==> src/logic/sbcreg_pkg.sv <==
`default_nettype none
package sbcreg_pkg;
    // ========================================================================
    // Register address map
    localparam int NUM_CTRL = 19;
    localparam int NUM_STAT = 5;
    localparam logic [4:0] SLOT_NONE = 5'h1f;
    localparam logic [6:0] CTRL_SPACE_END = 7'h3f;
    localparam logic [6:0] STAT_SPACE_END = 7'h7e;
    localparam logic [6:0] CTRL_ADDR [NUM_CTRL] = '{
        7'h01, 7'h02, 7'h03, 7'h04, 7'h06, 7'h07, 7'h08, 7'h0b, 7'h0c, 7'h0e,
        7'h0f, 7'h17, 7'h18, 7'h1c, 7'h1d, 7'h1a, 7'h1b, 7'h20, 7'h21};
    localparam logic [7:0] CTRL_MASK [NUM_CTRL] = '{
        8'hdf, 8'h65, 8'hf7, 8'h07, 8'h44, 8'ha1, 8'hc3, 8'h10, 8'h7f, 8'hfe,
        8'hfd, 8'h07, 8'hff, 8'h03, 8'h07, 8'hff, 8'hff, 8'hf1, 8'hff};
    localparam logic [6:0] STAT_ADDR [NUM_STAT] = '{7'h41, 7'h43, 7'h48, 7'h4a, 7'h7e};
    localparam logic [NUM_STAT-1:0] STAT_CLEARABLE = 5'h03;
    // Slots with logic of their own
    localparam logic [4:0] SLOT_MODE = 5'h00;
    localparam logic [4:0] SLOT_HW0 = 5'h01;
    localparam logic [4:0] SLOT_WD = 5'h02;
    localparam logic [4:0] SLOT_CAN = 5'h03;
    localparam logic [4:0] STAT_SUP = 5'h00;
    localparam logic [4:0] STAT_DEV = 5'h01;
    localparam logic [4:0] STAT_WKLVL = 5'h02;
    localparam logic [4:0] STAT_SWK = 5'h03;
    localparam logic [4:0] STAT_IDENT = 5'h04;
    // ========================================================================
    // Field layout
    localparam int MODE_MSB = 7;
    localparam int MODE_LSB = 6;
    localparam int REGSW_MSB = 4;
    localparam int REGSW_LSB = 3;
    localparam int MLOW_MSB = 2;
    localparam int CAN_MSB = 2;
    localparam int FO_BIT = 5;
    localparam int REG_FAIL_BIT = 3;
    localparam logic [1:0] MODE_NORMAL = 2'h0;
    localparam logic [1:0] MODE_SLEEP = 2'h1;
    localparam logic [1:0] MODE_STOP = 2'h2;
    localparam logic [1:0] MODE_RESET = 2'h3;
    localparam logic [2:0] CAN_OFF = 3'h0;
    localparam logic [2:0] CAN_WAKE = 3'h1;
    localparam logic [4:0] FRAME_BITS = 5'h10;
    localparam logic [4:0] ADDR_BITS = 5'h08;
    // ========================================================================
    // Types
    typedef enum logic [4:0] {
        M_INIT = 5'h01, M_NORMAL = 5'h02, M_STOP = 5'h04, M_SLEEP = 5'h08,
        M_RESTART = 5'h10
    } sbcreg_mode_t;
    typedef struct packed {
        logic [7:0] data;
        logic access;
        logic [6:0] addr;
    } sbcreg_frame_t;
endpackage
`default_nettype wire

==> src/logic/sbcreg_mem.sv <==
`timescale 1ns/1ps
`default_nettype none
module sbcreg_mem (
    // Clock and reset
    input wire logic sys_clk,
    input wire logic resetn,
    // Write port
    input wire logic wr_en,
    input wire logic [4:0] wr_idx,
    input wire logic [7:0] wr_data,
    // Registered read port
    input wire logic [4:0] rd_idx,
    output logic [7:0] rd_data
);
    logic [7:0] mem [sbcreg_pkg::NUM_CTRL];

    always_ff @(posedge sys_clk) begin
        if (!resetn) begin
            for (int i = 0; i < sbcreg_pkg::NUM_CTRL; i++) begin
                mem[i] <= 8'h00;
            end
        end else if (wr_en && (int'(wr_idx) < sbcreg_pkg::NUM_CTRL)) begin
            mem[wr_idx] <= wr_data;
        end
    end

    always_ff @(posedge sys_clk) begin
        if (!resetn) begin
            rd_data <= 8'h00;
        end else if (int'(rd_idx) < sbcreg_pkg::NUM_CTRL) begin
            rd_data <= mem[rd_idx];
        end else begin
            rd_data <= 8'h00;
        end
    end
endmodule
`default_nettype wire

==> src/logic/sbcreg_top.sv <==
`timescale 1ns/1ps
`default_nettype none
// Notes on behaviour
// - Addresses 0x00 to 0x1E are read/write general control registers.
// - Access bit 1 writes a control register, 0 only reads it.
// - Addresses 0x20 to 0x3F are selective wake control registers.
// - Written value shows only in the answer of a later command.
// - Addresses 0x40 to 0x7E are status registers, read or read-and-clear.
// - Access bit 1 on a status register returns it, then clears it.
// - Live level, identity and selective wake status ignore clear requests.
// - Mode field always reports the mode actually entered.
// - Entering stop or sleep keeps diagnosis flags unchanged.
// - A triggered fail output stays on through low power and restart.
// - Entering stop leaves the CAN control field untouched.
// - Entering sleep rewrites CAN field unless off or wake capable.
// - Regulator stays on in low power, configurable only in normal mode.
// - Regulator failure in low power switches it off, no wake event.
// - Entering restart clears the regulator switch bits.
// - In restart CAN becomes off or wake capable from prior setting.
// - Frame: address bits 6..0, access bit 7, data bits 15..8.
// - Written configuration takes effect when chip select returns high.
// - Frames touching restart mode are ignored entirely.
// - Missing address goes to next existing one; beyond space reads 0x00.
module sbcreg_top #(
    parameter logic [7:0] FAMILY_ID = 8'h5a // Arbitrary identity value
) (
    // Clock and reset
    input wire logic sys_clk,
    input wire logic resetn,
    // Serial port pins
    input wire logic spi_sclk,
    input wire logic chip_select_low,
    input wire logic spi_mosi,
    output logic spi_miso,
    output logic spi_miso_oe,
    // Device core events
    input wire logic wake_event,
    input wire logic restart_event,
    input wire logic restart_done,
    input wire logic fail_trigger,
    input wire logic regulator_fail,
    input wire logic [7:0] supply_event,
    input wire logic [7:0] device_event,
    input wire logic [7:0] selective_wake_state,
    input wire logic [1:0] wake_pin_level,
    // Controls to the device core
    output sbcreg_pkg::sbcreg_mode_t sbc_mode,
    output logic [1:0] secondary_regulator_switch,
    output logic [2:0] can_mode,
    output logic fail_output,
    output logic watchdog_kick
);
    // ========================================================================
    // Functions
    function automatic logic [4:0] ctrl_slot(input logic [6:0] a);
        logic [4:0] s;
        logic [6:0] best;
        s = sbcreg_pkg::SLOT_NONE;
        best = sbcreg_pkg::CTRL_SPACE_END;
        // Table is not sorted, so keep the lowest address at or above a
        for (int i = 0; i < sbcreg_pkg::NUM_CTRL; i++) begin
            if (a <= sbcreg_pkg::CTRL_SPACE_END && sbcreg_pkg::CTRL_ADDR[i] >= a
                    && sbcreg_pkg::CTRL_ADDR[i] <= best) begin
                s = 5'(i);
                best = sbcreg_pkg::CTRL_ADDR[i];
            end
        end
        return s;
    endfunction

    function automatic logic [4:0] stat_slot(input logic [6:0] a);
        logic [4:0] s;
        s = sbcreg_pkg::SLOT_NONE;
        for (int i = sbcreg_pkg::NUM_STAT - 1; i >= 0; i--) begin
            if (a > sbcreg_pkg::CTRL_SPACE_END && a <= sbcreg_pkg::STAT_SPACE_END
                    && sbcreg_pkg::STAT_ADDR[i] >= a) begin
                s = 5'(i);
            end
        end
        return s;
    endfunction

    function automatic logic [1:0] field_of(input sbcreg_pkg::sbcreg_mode_t m);
        case (m)
            sbcreg_pkg::M_SLEEP: field_of = sbcreg_pkg::MODE_SLEEP;
            sbcreg_pkg::M_STOP: field_of = sbcreg_pkg::MODE_STOP;
            sbcreg_pkg::M_RESTART: field_of = sbcreg_pkg::MODE_RESET;
            default: field_of = sbcreg_pkg::MODE_NORMAL;
        endcase
    endfunction

    function automatic logic can_active(input logic [2:0] c);
        can_active = (c != sbcreg_pkg::CAN_OFF) && (c != sbcreg_pkg::CAN_WAKE);
    endfunction

    // ========================================================================
    // Pin synchronisers and edge detection
    logic sclk_m, sclk_s, sclk_d, csn_m, csn_s, csn_d, mosi_m, mosi_s;
    logic [1:0] wk_m, wk_s;
    always_ff @(posedge sys_clk) begin
        if (!resetn) begin
            sclk_m <= 1'b0;
            sclk_s <= 1'b0;
            sclk_d <= 1'b0;
            csn_m <= 1'b1;
            csn_s <= 1'b1;
            csn_d <= 1'b1;
            mosi_m <= 1'b0;
            mosi_s <= 1'b0;
            wk_m <= 2'h0;
            wk_s <= 2'h0;
        end else begin
            sclk_m <= spi_sclk;
            sclk_s <= sclk_m;
            sclk_d <= sclk_s;
            csn_m <= chip_select_low;
            csn_s <= csn_m;
            csn_d <= csn_s;
            mosi_m <= spi_mosi;
            mosi_s <= mosi_m;
            wk_m <= wake_pin_level;
            wk_s <= wk_m;
        end
    end
    logic sclk_rise, sclk_fall, csn_fall, csn_rise;
    assign sclk_rise = !csn_s && sclk_s && !sclk_d;
    assign sclk_fall = !csn_s && !sclk_s && sclk_d;
    assign csn_fall = !csn_s && csn_d;
    assign csn_rise = csn_s && !csn_d;

    // ========================================================================
    // Frame reception
    logic [15:0] rx;
    logic [4:0] bit_cnt;
    logic [3:0] fall_cnt;
    logic frame_bad;
    sbcreg_pkg::sbcreg_frame_t frame;
    sbcreg_pkg::sbcreg_mode_t mode_state, next_mode;
    assign frame = rx;
    always_ff @(posedge sys_clk) begin
        if (!resetn) begin
            rx <= 16'h0000;
            bit_cnt <= 5'h00;
            fall_cnt <= 4'h0;
        end else if (csn_fall) begin
            bit_cnt <= 5'h00;
            fall_cnt <= 4'h0;
        end else begin
            if (sclk_rise) begin
                rx <= {mosi_s, rx[15:1]};
                if (bit_cnt != 5'h1f) begin
                    bit_cnt <= 5'(bit_cnt + 5'h01);
                end
            end
            if (sclk_fall) begin
                fall_cnt <= 4'(fall_cnt + 4'h1);
            end
        end
    end
    // Restart at any time of the frame poisons it
    always_ff @(posedge sys_clk) begin
        if (!resetn) begin
            frame_bad <= 1'b0;
        end else if (csn_fall) begin
            frame_bad <= (mode_state == sbcreg_pkg::M_RESTART);
        end else if (!csn_s && mode_state == sbcreg_pkg::M_RESTART) begin
            frame_bad <= 1'b1;
        end
    end

    // ========================================================================
    // Address lookup and answer
    logic lk_go, lk_go_d, resp_go, lk_ctrl, lk_stat;
    logic [4:0] lk_slot;
    logic [7:0] mem_rd, resp_byte, summary, resp_mux;
    logic [15:0] resp_word;
    logic [1:0] mode_field, reg_sw;
    logic [2:0] mode_low, can_reg;
    logic fail_latched;
    logic [7:0] sup_stat, dev_stat;
    always_ff @(posedge sys_clk) begin
        if (!resetn) begin
            lk_go <= 1'b0;
            lk_go_d <= 1'b0;
            resp_go <= 1'b0;
            lk_ctrl <= 1'b0;
            lk_stat <= 1'b0;
            lk_slot <= sbcreg_pkg::SLOT_NONE;
        end else begin
            // One lookup per frame; the extra stage covers the memory's read register
            lk_go <= sclk_rise && (bit_cnt == sbcreg_pkg::ADDR_BITS - 5'h01);
            lk_go_d <= lk_go;
            resp_go <= lk_go_d;
            if (lk_go) begin
                lk_ctrl <= ctrl_slot(rx[14:8]) != sbcreg_pkg::SLOT_NONE;
                lk_stat <= stat_slot(rx[14:8]) != sbcreg_pkg::SLOT_NONE;
                lk_slot <= (rx[14:8] <= sbcreg_pkg::CTRL_SPACE_END) ? ctrl_slot(rx[14:8])
                                                                    : stat_slot(rx[14:8]);
            end
        end
    end
    // Answer is the stored value, so a write in this frame shows next frame
    always_comb begin
        resp_mux = 8'h00;
        if (lk_ctrl) begin
            case (lk_slot)
                sbcreg_pkg::SLOT_MODE: resp_mux = {mode_field, 1'b0, reg_sw, mode_low};
                sbcreg_pkg::SLOT_CAN: resp_mux = {5'h00, can_reg};
                sbcreg_pkg::SLOT_HW0: begin
                    resp_mux = mem_rd;
                    resp_mux[sbcreg_pkg::FO_BIT] = fail_latched;
                end
                default: resp_mux = mem_rd;
            endcase
        end else if (lk_stat) begin
            case (lk_slot)
                sbcreg_pkg::STAT_SUP: resp_mux = sup_stat;
                sbcreg_pkg::STAT_DEV: resp_mux = dev_stat;
                sbcreg_pkg::STAT_WKLVL: resp_mux = {6'h00, wk_s};
                sbcreg_pkg::STAT_SWK: resp_mux = selective_wake_state;
                default: resp_mux = FAMILY_ID;
            endcase
        end
    end
    always_ff @(posedge sys_clk) begin
        if (!resetn) begin
            resp_byte <= 8'h00;
            summary <= 8'h00;
        end else if (csn_fall) begin
            resp_byte <= 8'h00;
            summary <= {5'h00, |dev_stat, 1'b0, |sup_stat};
        end else if (resp_go) begin
            resp_byte <= resp_mux;
        end
    end
    assign resp_word = {resp_byte, summary};
    always_ff @(posedge sys_clk) begin
        if (!resetn) begin
            spi_miso <= 1'b0;
            spi_miso_oe <= 1'b0;
        end else begin
            spi_miso_oe <= !csn_s;
            if (csn_fall) begin
                spi_miso <= |sup_stat;
            end else if (sclk_fall) begin
                spi_miso <= resp_word[4'(fall_cnt + 4'h1)];
            end
        end
    end

    // ========================================================================
    // End of frame: decode of the write or clear
    logic apply, wr_ok, mode_wr, stat_clr;
    logic [4:0] c_slot, s_slot;
    logic [1:0] req_mode;
    assign apply = csn_rise && (bit_cnt == sbcreg_pkg::FRAME_BITS) && !frame_bad;
    assign c_slot = ctrl_slot(frame.addr);
    assign s_slot = stat_slot(frame.addr);
    assign req_mode = frame.data[sbcreg_pkg::MODE_MSB:sbcreg_pkg::MODE_LSB];
    always_comb begin
        wr_ok = 1'b0;
        if (apply && frame.access && c_slot != sbcreg_pkg::SLOT_NONE) begin
            case (mode_state)
                sbcreg_pkg::M_INIT, sbcreg_pkg::M_NORMAL: wr_ok = 1'b1;
                sbcreg_pkg::M_STOP: wr_ok = (c_slot == sbcreg_pkg::SLOT_WD)
                    || (c_slot == sbcreg_pkg::SLOT_MODE && req_mode == sbcreg_pkg::MODE_NORMAL);
                default: wr_ok = 1'b0;
            endcase
        end
    end
    assign mode_wr = wr_ok && (c_slot == sbcreg_pkg::SLOT_MODE);
    assign stat_clr = apply && frame.access && s_slot != sbcreg_pkg::SLOT_NONE;

    logic mem_wr_en;
    assign mem_wr_en = wr_ok && c_slot != sbcreg_pkg::SLOT_MODE && c_slot != sbcreg_pkg::SLOT_CAN;
    sbcreg_mem u_mem (
        .sys_clk(sys_clk),
        .resetn(resetn),
        .wr_en(mem_wr_en),
        .wr_idx(c_slot),
        .wr_data(frame.data & sbcreg_pkg::CTRL_MASK[c_slot]),
        .rd_idx(lk_slot),
        .rd_data(mem_rd)
    );

    // ========================================================================
    // Mode state machine
    always_comb begin
        next_mode = mode_state;
        case (mode_state)
            sbcreg_pkg::M_INIT, sbcreg_pkg::M_NORMAL: begin
                if (mode_wr) begin
                    case (req_mode)
                        sbcreg_pkg::MODE_SLEEP: next_mode = sbcreg_pkg::M_SLEEP;
                        sbcreg_pkg::MODE_STOP: next_mode = sbcreg_pkg::M_STOP;
                        sbcreg_pkg::MODE_RESET: next_mode = sbcreg_pkg::M_RESTART;
                        default: next_mode = sbcreg_pkg::M_NORMAL;
                    endcase
                end
            end
            sbcreg_pkg::M_STOP: if (mode_wr) begin
                next_mode = sbcreg_pkg::M_NORMAL;
            end
            sbcreg_pkg::M_SLEEP: if (wake_event) begin
                next_mode = sbcreg_pkg::M_RESTART;
            end
            sbcreg_pkg::M_RESTART: if (restart_done) begin
                next_mode = sbcreg_pkg::M_NORMAL;
            end
            default: next_mode = sbcreg_pkg::M_INIT;
        endcase
        if (restart_event) begin
            next_mode = sbcreg_pkg::M_RESTART;
        end
    end
    logic into_sleep, into_restart, low_power;
    assign into_sleep = next_mode == sbcreg_pkg::M_SLEEP && mode_state != sbcreg_pkg::M_SLEEP;
    assign into_restart = next_mode == sbcreg_pkg::M_RESTART
        && mode_state != sbcreg_pkg::M_RESTART;
    assign low_power = mode_state == sbcreg_pkg::M_STOP || mode_state == sbcreg_pkg::M_SLEEP;
    always_ff @(posedge sys_clk) begin
        if (!resetn) begin
            mode_state <= sbcreg_pkg::M_INIT;
            mode_field <= sbcreg_pkg::MODE_NORMAL;
        end else begin
            mode_state <= next_mode;
            mode_field <= field_of(next_mode);
        end
    end
    assign sbc_mode = mode_state;

    // ========================================================================
    // Mode and supply control register
    always_ff @(posedge sys_clk) begin
        if (!resetn) begin
            mode_low <= 3'h0;
            reg_sw <= 2'h0;
        end else begin
            if (mode_wr && mode_state != sbcreg_pkg::M_STOP) begin
                mode_low <= frame.data[sbcreg_pkg::MLOW_MSB:0];
            end
            if (into_restart) begin
                reg_sw <= 2'h0;
            end else if (low_power && regulator_fail) begin
                reg_sw <= 2'h0;
            end else if (mode_wr && mode_state == sbcreg_pkg::M_NORMAL) begin
                reg_sw <= frame.data[sbcreg_pkg::REGSW_MSB:sbcreg_pkg::REGSW_LSB];
            end
        end
    end
    assign secondary_regulator_switch = reg_sw;

    // ========================================================================
    // CAN transceiver control
    always_ff @(posedge sys_clk) begin
        if (!resetn) begin
            can_reg <= sbcreg_pkg::CAN_OFF;
        end else if ((into_sleep || into_restart) && can_active(can_reg)) begin
            can_reg <= sbcreg_pkg::CAN_WAKE;
        end else if (wr_ok && c_slot == sbcreg_pkg::SLOT_CAN
                && next_mode != sbcreg_pkg::M_STOP) begin
            can_reg <= frame.data[sbcreg_pkg::CAN_MSB:0];
        end
    end
    assign can_mode = can_reg;

    // ========================================================================
    // Fail output, watchdog kick
    always_ff @(posedge sys_clk) begin
        if (!resetn) begin
            fail_latched <= 1'b0;
            watchdog_kick <= 1'b0;
        end else begin
            watchdog_kick <= wr_ok && c_slot == sbcreg_pkg::SLOT_WD;
            if (fail_trigger) begin
                fail_latched <= 1'b1;
            end else if (wr_ok && c_slot == sbcreg_pkg::SLOT_HW0
                    && (mode_state == sbcreg_pkg::M_NORMAL
                    || frame.data[sbcreg_pkg::FO_BIT])) begin
                fail_latched <= frame.data[sbcreg_pkg::FO_BIT];
            end
        end
    end
    assign fail_output = fail_latched;

    // ========================================================================
    // Status flags: event set wins over clear; no clear on mode entry
    logic [7:0] sup_set;
    always_comb begin
        sup_set = supply_event;
        sup_set[sbcreg_pkg::REG_FAIL_BIT] = supply_event[sbcreg_pkg::REG_FAIL_BIT]
            | regulator_fail;
    end
    always_ff @(posedge sys_clk) begin
        if (!resetn) begin
            sup_stat <= 8'h00;
            dev_stat <= 8'h00;
        end else begin
            // Clear only reaches clearable registers, live ones are not flops
            sup_stat <= ((stat_clr && s_slot == sbcreg_pkg::STAT_SUP) ? 8'h00 : sup_stat)
                | sup_set;
            dev_stat <= ((stat_clr && s_slot == sbcreg_pkg::STAT_DEV) ? 8'h00 : dev_stat)
                | device_event;
        end
    end
endmodule
`default_nettype wire

==> config.mk <==
export PLATFORM = sky130hd
export DESIGN_NAME = sbcreg_top
export DESIGN_NICKNAME = d
export VERILOG_FILES = /design/src/logic/sbcreg_pkg.sv /design/src/logic/sbcreg_mem.sv /design/src/logic/sbcreg_top.sv
export SDC_FILE = /design/constraint.sdc
export NUM_CORES = 1
export LEC_CHECK = 0
export ABC_AREA = 1
export BUFFER_PORTS_ARGS = -buffer_cell sky130_fd_sc_hd__buf_2
export CORE_ASPECT_RATIO = 1.4
export CORE_MARGIN = 2
export CORE_UTILIZATION = 45
export CTS_CLUSTER_DIAMETER = 80
export DETAILED_ROUTE_END_ITERATION = 6
export PLACE_DENSITY_LB_ADDON = 0.12
export SLEW_MARGIN = 20
export SYNTH_ARGS = -nofsm -noshare
export SYNTH_HDL_FRONTEND = slang
export SYNTH_SLANG_ARGS = --single-unit
==> constraint.sdc <==
create_clock -name sys_clk -period 6.3 [get_ports sys_clk]
set_clock_uncertainty 0.1 [all_clocks]
set_input_delay 0.315 -clock sys_clk [delete_from_list [all_inputs] [get_ports sys_clk]]
set_output_delay 0.315 -clock sys_clk [all_outputs]
set_load 0.05 [all_outputs]
==> results_dict.tcl, run 1 <==
set metrics [dict create \
    status "complete, but fails checks" \
    violations "design-rule violations" \
    design_area_um2 18100 \
    synth_xor_area_share_pct 0.112 \
    ctsHtreeMaxLevel 2 \
    rows 80 \
    period_share_pct 71.2 \
    wl_um 41700 \
    io_buffers 49 \
    synthSimpleGateAreaFrac_pct 17.3 \
    boundaryPins 50 \
    worstMarginPinSlew_ns 0.839 \
    worstSetupPathType "flip-flop to flip-flop" \
    start_kind "flip-flop" \
    clk_latency_ns 0.54 \
    fmax_mhz 223 \
    setup_tns_ns 0 \
    post_synth_fa_ha_maj_area_fraction_pct 0.643 \
    powerDensity_nw_per_um2 271 \
    antenna_left 0 \
    final_common_cell "edfxtp_1" \
    grt.overflow.total 0 \
    firstDrtPassIters 7 \
    crit_path_end_kind "flip-flop" \
    clockRootBuffer "clkbuf_16" \
    synth_edf_count 248 \
    p_leak_uw 0.00675 \
    yosys_warnings 0 \
    finalSetupViolCount 0 \
    async_flop_share_pct 0 \
    synth_top_family_by_area "simple AND/OR/NAND/NOR gates" \
    ys_seq_area_share_pct 61.8 \
    slowest_stage "o21ai_1" \
    slowest_delay_ns 0.59 \
    synthDistinctLibCells 56 \
    drtIter0Drc 1117 \
    clk_pin_slew_worst_paths_ns 0.06 \
    clock_sinks 357 \
    track_usage_pct 23.1 \
    area_delta_synth_final_pct 16.2 \
    crit_fanout 12 \
    n_antenna_cell 0 \
    grt_use_met1_pct 27.4 \
    finalCriticalPeriod_ns 4.49 \
    cpMostUsedCell "inv_1" \
    start_util_pct 45.6 \
    hpwl_um 28600 \
    clockBufferDepth 3 \
    fin_nets 1763 \
    die_y_um 224 \
    cts_buffers 37 \
    hold_path_class "primary input to flip-flop" \
    mappedNetlistArea_um2 15600 \
    synth_compound_area_share_pct 14.8 \
    slew_viol_final 0 \
    top_usage_layer "met2" \
    vias 11800 \
    vdd_ir_drop_max_mv 0.182 \
    grtUsageMet3_pct 3.22 \
    relSlewSlack_pct 43.5 \
    drive_above_1_share_pct 10.4 \
    grt_pass1_vias 11400 \
    place.gp.congestion 0.915 \
    drv_cap 0 \
    required_ns 6.41 \
    critical_path_arrival_ns 4.60 \
    mostFrequentLayoutCells "edfxtp_1, nor2_1, nand2_1" \
    avgRoutedWirePerCell_um 19.0 \
    cts_tree "done" \
    die_w_um 161 \
    place_area_um2 16700 \
    drcViolationCount 4 \
    synth_top_flop_cell "edfxtp_1" \
    ys_ff_latch 357 \
    grtUsageMet2_pct 42.0 \
    core-area_um2 34100 \
    die_area_um2 36100 \
    avgSynthCellArea_um2 10.1 \
    grt_pass1_wl_um 63900 \
    muxShareOfSynthArea_pct 0 \
    num-fill-cells 3165 \
    final-hold-violation-count 0 \
    cts_setup_buffers 0 \
    antenna_found_initial 0 \
    rsz0062_at_grt "false" \
    syn_inst 1538 \
    path_cells "inv_1 > nor2_1 > o211ai_1 > a21oi_1 > inv_1 > ha_1 > nand2_1 > nor2_1 > inv_1 > nand4_2 > nor3_1 > inv_1 > o21ai_1 > nand2_1 > nand2_1" \
    grt_max_degree 65 \
    viasPerCell 5.35 \
]
cells in the mapped netlist (4+ instances only):
cell type	count	area share, %
edfxtp_1	248	48
nor2_1	229	5.5
nand2_1	219	5.3
inv_1	128	3.1
dfxtp_1	109	14
a22oi_1	100	4.8
a21oi_1	89	2.9
o21ai_0	72	2.3
nand3_1	70	2.2
clkbuf_1	41	0.99
nand4_1	26	1.0
o211ai_1	22	1.1
a31oi_1	14	0.56
buf_1	13	0.31
inv_2	13	0.31
nor2_4	10	0.72
nor3_1	9	0.29
nor4_1	9	0.36
buf_2	8	0.26
ha_1	8	0.64
a221oi_1	7	0.39
nand2_2	7	0.28
or2_2	7	0.28
a22o_1	6	0.34
clkinv_1	6	0.14
o21a_1	6	0.29
a221o_1	5	0.32
o2111ai_1	5	0.28
o31ai_1	5	0.24
a211oi_1	4	0.19
nand3_2	4	0.26
nor2_2	4	0.16
area by class of cell:
cell class / instances / area [µm²] / area share [%]
clock buffer: 50 / 985 / 5.44
tap: 451 / 564 / 3.12
clock inverter: 18 / 171 / 0.947
inverter: 148 / 558 / 3.08
timing repair buffer: 88 / 601 / 3.32
multi-input combinational: 1087 / 5590 / 30.9
sequential: 357 / 9630 / 53.2
flip-flops by register name, summed over array words and instances (netlist names), 4 cells and up:
register and count:
u_mem.mem 256, fall_cnt 4, u_mem.rd_data 8, dev_stat 8
resp_byte 8, lk_slot 5, sbc_mode 5, frame 16
sup_stat 8, bit_cnt 5
worst max-delay path, delay by kind of cell (launching register included):
kind | cells | cell delay, ns
DFF | 1 | 0.56
adders and majority gates | 1 | 0.29
buffers and inverters | 4 | 0.61
and+or+nand+nor | 7 | 1.44
AOI/OAI and AO/OA | 3 | 1.15
kinds of logic after synthesis:
logic type               Yosys count
AND/OR/NAND/NOR                  604
other                              1
buffers and inverters            211
adder cells (fa/ha/maj)            8
flip-flops                       357
AO/OA/AOI/OAI                    355
XOR/XNOR                           2
final timing paths:
check | to | start | cells after the start | slack (ns)
min reg2reg | wk_s[0] | wk_m[0] | 2 | 0.32
max reg2reg | u_mem.mem[9][5] | frame[2] | 15 | 1.81
min | secondary_regulator_switch[0] | regulator_fail | 4 | 0.03
max | u_mem.mem[9][5] | frame[2] | 15 | 1.81
metal layers:
| metal | wire length (µm) | vias up |
|---|---|---|
| li1 | - | 5697 |
| met1 | 16600 | 5631 |
| met2 | 21600 | 334 |
| met3 | 1960 | 97 |
| met4 | 1530 | 0 |
| met5 | 0 | - |
what timing repair did:
| item | 4_1_cts | 5_1_grt |
|---|---|---|
| hold buffers | 25 | 0 |
| gates resized for setup | 0 | 0 |
| hold endpoints to repair | 23 | 0 |
report_power, final:
group,leakage [µW],switching (µW),internal (µW)
combinational,0.00285,102,51.9
sequential,0.00334,37.1,2590
clock,0.000560,925,1200
through the flow:
step                      setup WS (ns)  power, µW  std cells  hold WS [ns]  util (%)
after floorplan                    2.91       2750       1655         0.290         -
after global placement             2.03       2810       2106         0.293      48.9
after detailed placement           1.90       2820       2106         0.303      48.9
after CTS                          1.86       4940       2199        0.0158      53.0
after global routing               1.47       5060       2199        0.0282      53.0
final                              1.81       4900       2199        0.0281      53.0
Power figures use the tool's default switching activity.
==> run 2: changes to the inputs <==
- clock period: 6.3 -> 3.6 ns (I/O delays scaled with it)
==> results_dict.tcl, run 2 (same netlist as run 1, synthesis figures left out) <==
set metrics [dict create \
    grt_pass1_vias 12000 \
    powerDensity_nw_per_um2 446 \
    worstMarginPinSlew_ns 0.943 \
    core-area_um2 34100 \
    grt_max_degree 35 \
    power_frac_clock_pct 41.1 \
    hold_path.startpoint "wake_event" \
    n_antenna_cell 0 \
    setup_tns_ns 0 \
    clk_latency_ns 0.52 \
    setup_slack_ns 0.312 \
    finalCriticalPeriod_ns 3.29 \
    cts_buffers 35 \
    vias 12000 \
    finalSetupViolCount 0 \
    regArea_um2 9640 \
    die_area_um2 36100 \
    grtUsageMet3_pct 3.20 \
    slew_viol_final 0 \
    design_area_um2 18600 \
    status "finished, final reports clean" \
    whs_path_depth 5 \
    grt.overflow.total 0 \
    start_kind "flip-flop" \
    path_buf_inv 3 \
    p_int_uw 6540 \
    min_to "sbc_mode[3]" \
    mostFrequentLayoutCells "edfxtp_1, nor2_1, nand2_1" \
    drive_above_1_share_pct 14.2 \
    final-hold-violation-count 0 \
    r2r_cells 19 \
    avgRoutedWirePerCell_um 18.6 \
    cts_tree "done" \
    clockBufferDepth 3 \
    io_buffers 49 \
    final_common_cell "edfxtp_1" \
    slowest_stage "dfxtp_1" \
    fmax_mhz 304 \
    largest_reg_flops 256 \
    clockRootBuffer "clkbuf_16" \
    slowest_delay_ns 0.37 \
    p_comb_share_pct 3.5 \
    boundaryPins 50 \
    firstDrtPassIters 5 \
    multi_input_area_um2 5650 \
    die_w_um 161 \
    clock_sinks 357 \
    largest-register "u_mem.mem" \
    place_worst_setup_slack_ns -0.0375 \
    power_switching_uw 1750 \
    antenna_left 0 \
    start_util_pct 45.6 \
    clk_pin_slew_worst_paths_ns 0.06 \
    required_ns 3.69 \
    drcViolationCount 0 \
    worstSetupPathType "flip-flop to flip-flop" \
    total_power_uw 8290 \
    period_share_pct 91.3 \
    hold_path_class "primary input to flip-flop" \
    grtUsageMet2_pct 43.7 \
    p_sw_share_pct 21.1 \
    p_leak_uw 0.00702 \
    area_delta_synth_final_pct 19.4 \
    die_y_um 224 \
    ctsHtreeMaxLevel 2 \
    wl_um 41900 \
    grt_use_met1_pct 27.6 \
    track_usage_pct 23.6 \
    r2r_start "frame[0]" \
    rsz0062_at_grt "false" \
    place.gp.congestion 0.891 \
    crit_path_end_kind "flip-flop" \
    r2r_setup_slack_ns 0.31 \
    fin_util_pct 54.5 \
    drv_cap 0 \
    hpwl_um 30000 \
    num-fill-cells 3070 \
    place_area_um2 17200 \
    p_seq_share_pct 55.4 \
    top_usage_layer "met2" \
    cpLargestDelayFamily "simple AND/OR/NAND/NOR gates" \
    rows 80 \
    drtIter0Drc 892 \
    critical_path_arrival_ns 3.38 \
    antenna_found_initial 0 \
    viasPerCell 5.34 \
    crit_fanout 8 \
    vdd_ir_drop_max_mv 0.311 \
    r2r-end "u_mem.mem[2][2]" \
    path_cells "nor2_4 > clkinv_1 > nor2_1 > nand3_1 > nand4_1 > nor2_1 > nand4_1 > nor2_1 > buf_4 > ha_1 > nand3_1 > nand3_1 > inv_2 > nand3_2 > nor2_4 > nand2_4 > nor2_8 > nand2_1 > nand2_1" \
    relSlewSlack_pct 37.0 \
    fin_nets 1823 \
    grt_pass1_wl_um 65800 \
]
==> run 2: changes by cell type in the layout (fill, tap and decap cells not counted), sizes merged, moves of 3 or more <==
cell         change
clkbuf           +3
dlygate4sd3      +4
buf             +58
clkinv           -4
==> run 2: worst max path at each step <==
stage,from,end,slack [ns],depth (start not counted)
after floorplan,frame[2],u_mem.mem[14][0],0.21,17
after global placement,frame[1],u_mem.mem[16][7],0.02,17
after detailed placement,frame[2],u_mem.mem[13][0],-0.04,17
after CTS,frame[2],u_mem.mem[13][6],0.08,16
after global routing,frame[0],u_mem.mem[2][5],0.003,19
final,frame[0],u_mem.mem[2][2],0.31,19
==> run 2: area by class of cell <==
| type | count | share of cell area [%] |
|---|---|---|
| clock buffer | 53 | 5.35 |
| clock inverter | 8 | 0.242 |
| sequential | 357 | 51.8 |
| timing repair buffer | 150 | 6.19 |
| multi-input combinational | 1087 | 30.4 |
| inverter | 148 | 3.00 |
| tap | 451 | 3.03 |
==> run 2: routing by layer <==
| layer | routed length (µm) | share of wire, % |
|---|---|---|
| met5 | 0 | 0 |
| met4 | 1560 | 3.7 |
| met3 | 1950 | 4.6 |
| met2 | 21900 | 52 |
| met1 | 16600 | 39 |
==> run 2: repair_timing <==
| item | in CTS | in global routing |
|---|---|---|
| setup buffers | 0 | 0 |
| setup endpoints to repair | 29 | 301 |
| endpoints found under the hold margin | 32 | 0 |
| gates cloned | 0 | 0 |
| hold buffers | 29 | 0 |
| resized for setup | 1 | 25 |
==> run 2: worst min-delay path: cells and delay by family <==
kind                   cells  cell delay (ns)
AOI/OAI and AO/OA          1             0.10
and+or+nand+nor            3             0.25
buffers and inverters      1             0.09
==> run 2: power groups by stage <==
stage	Combinational (µW)	Sequential [µW]	Clock (µW)
detailed placement	258	4680	0
global placement	255	4680	0
floorplan	153	4660	0
finish	289	4590	3410
CTS	284	4590	3480
global route	324	4600	3650
==> run 2: through the flow <==
stage / instances / hold slack, ns
4_1_cts: 2254 / 0.0279
5_1_grt: 2254 / 0.104
3_3_place_gp: 2164 / 0.261
3_5_place_dp: 2164 / 0.265
6_report: 2254 / 0.0548
2_1_floorplan: 1655 / 0.158
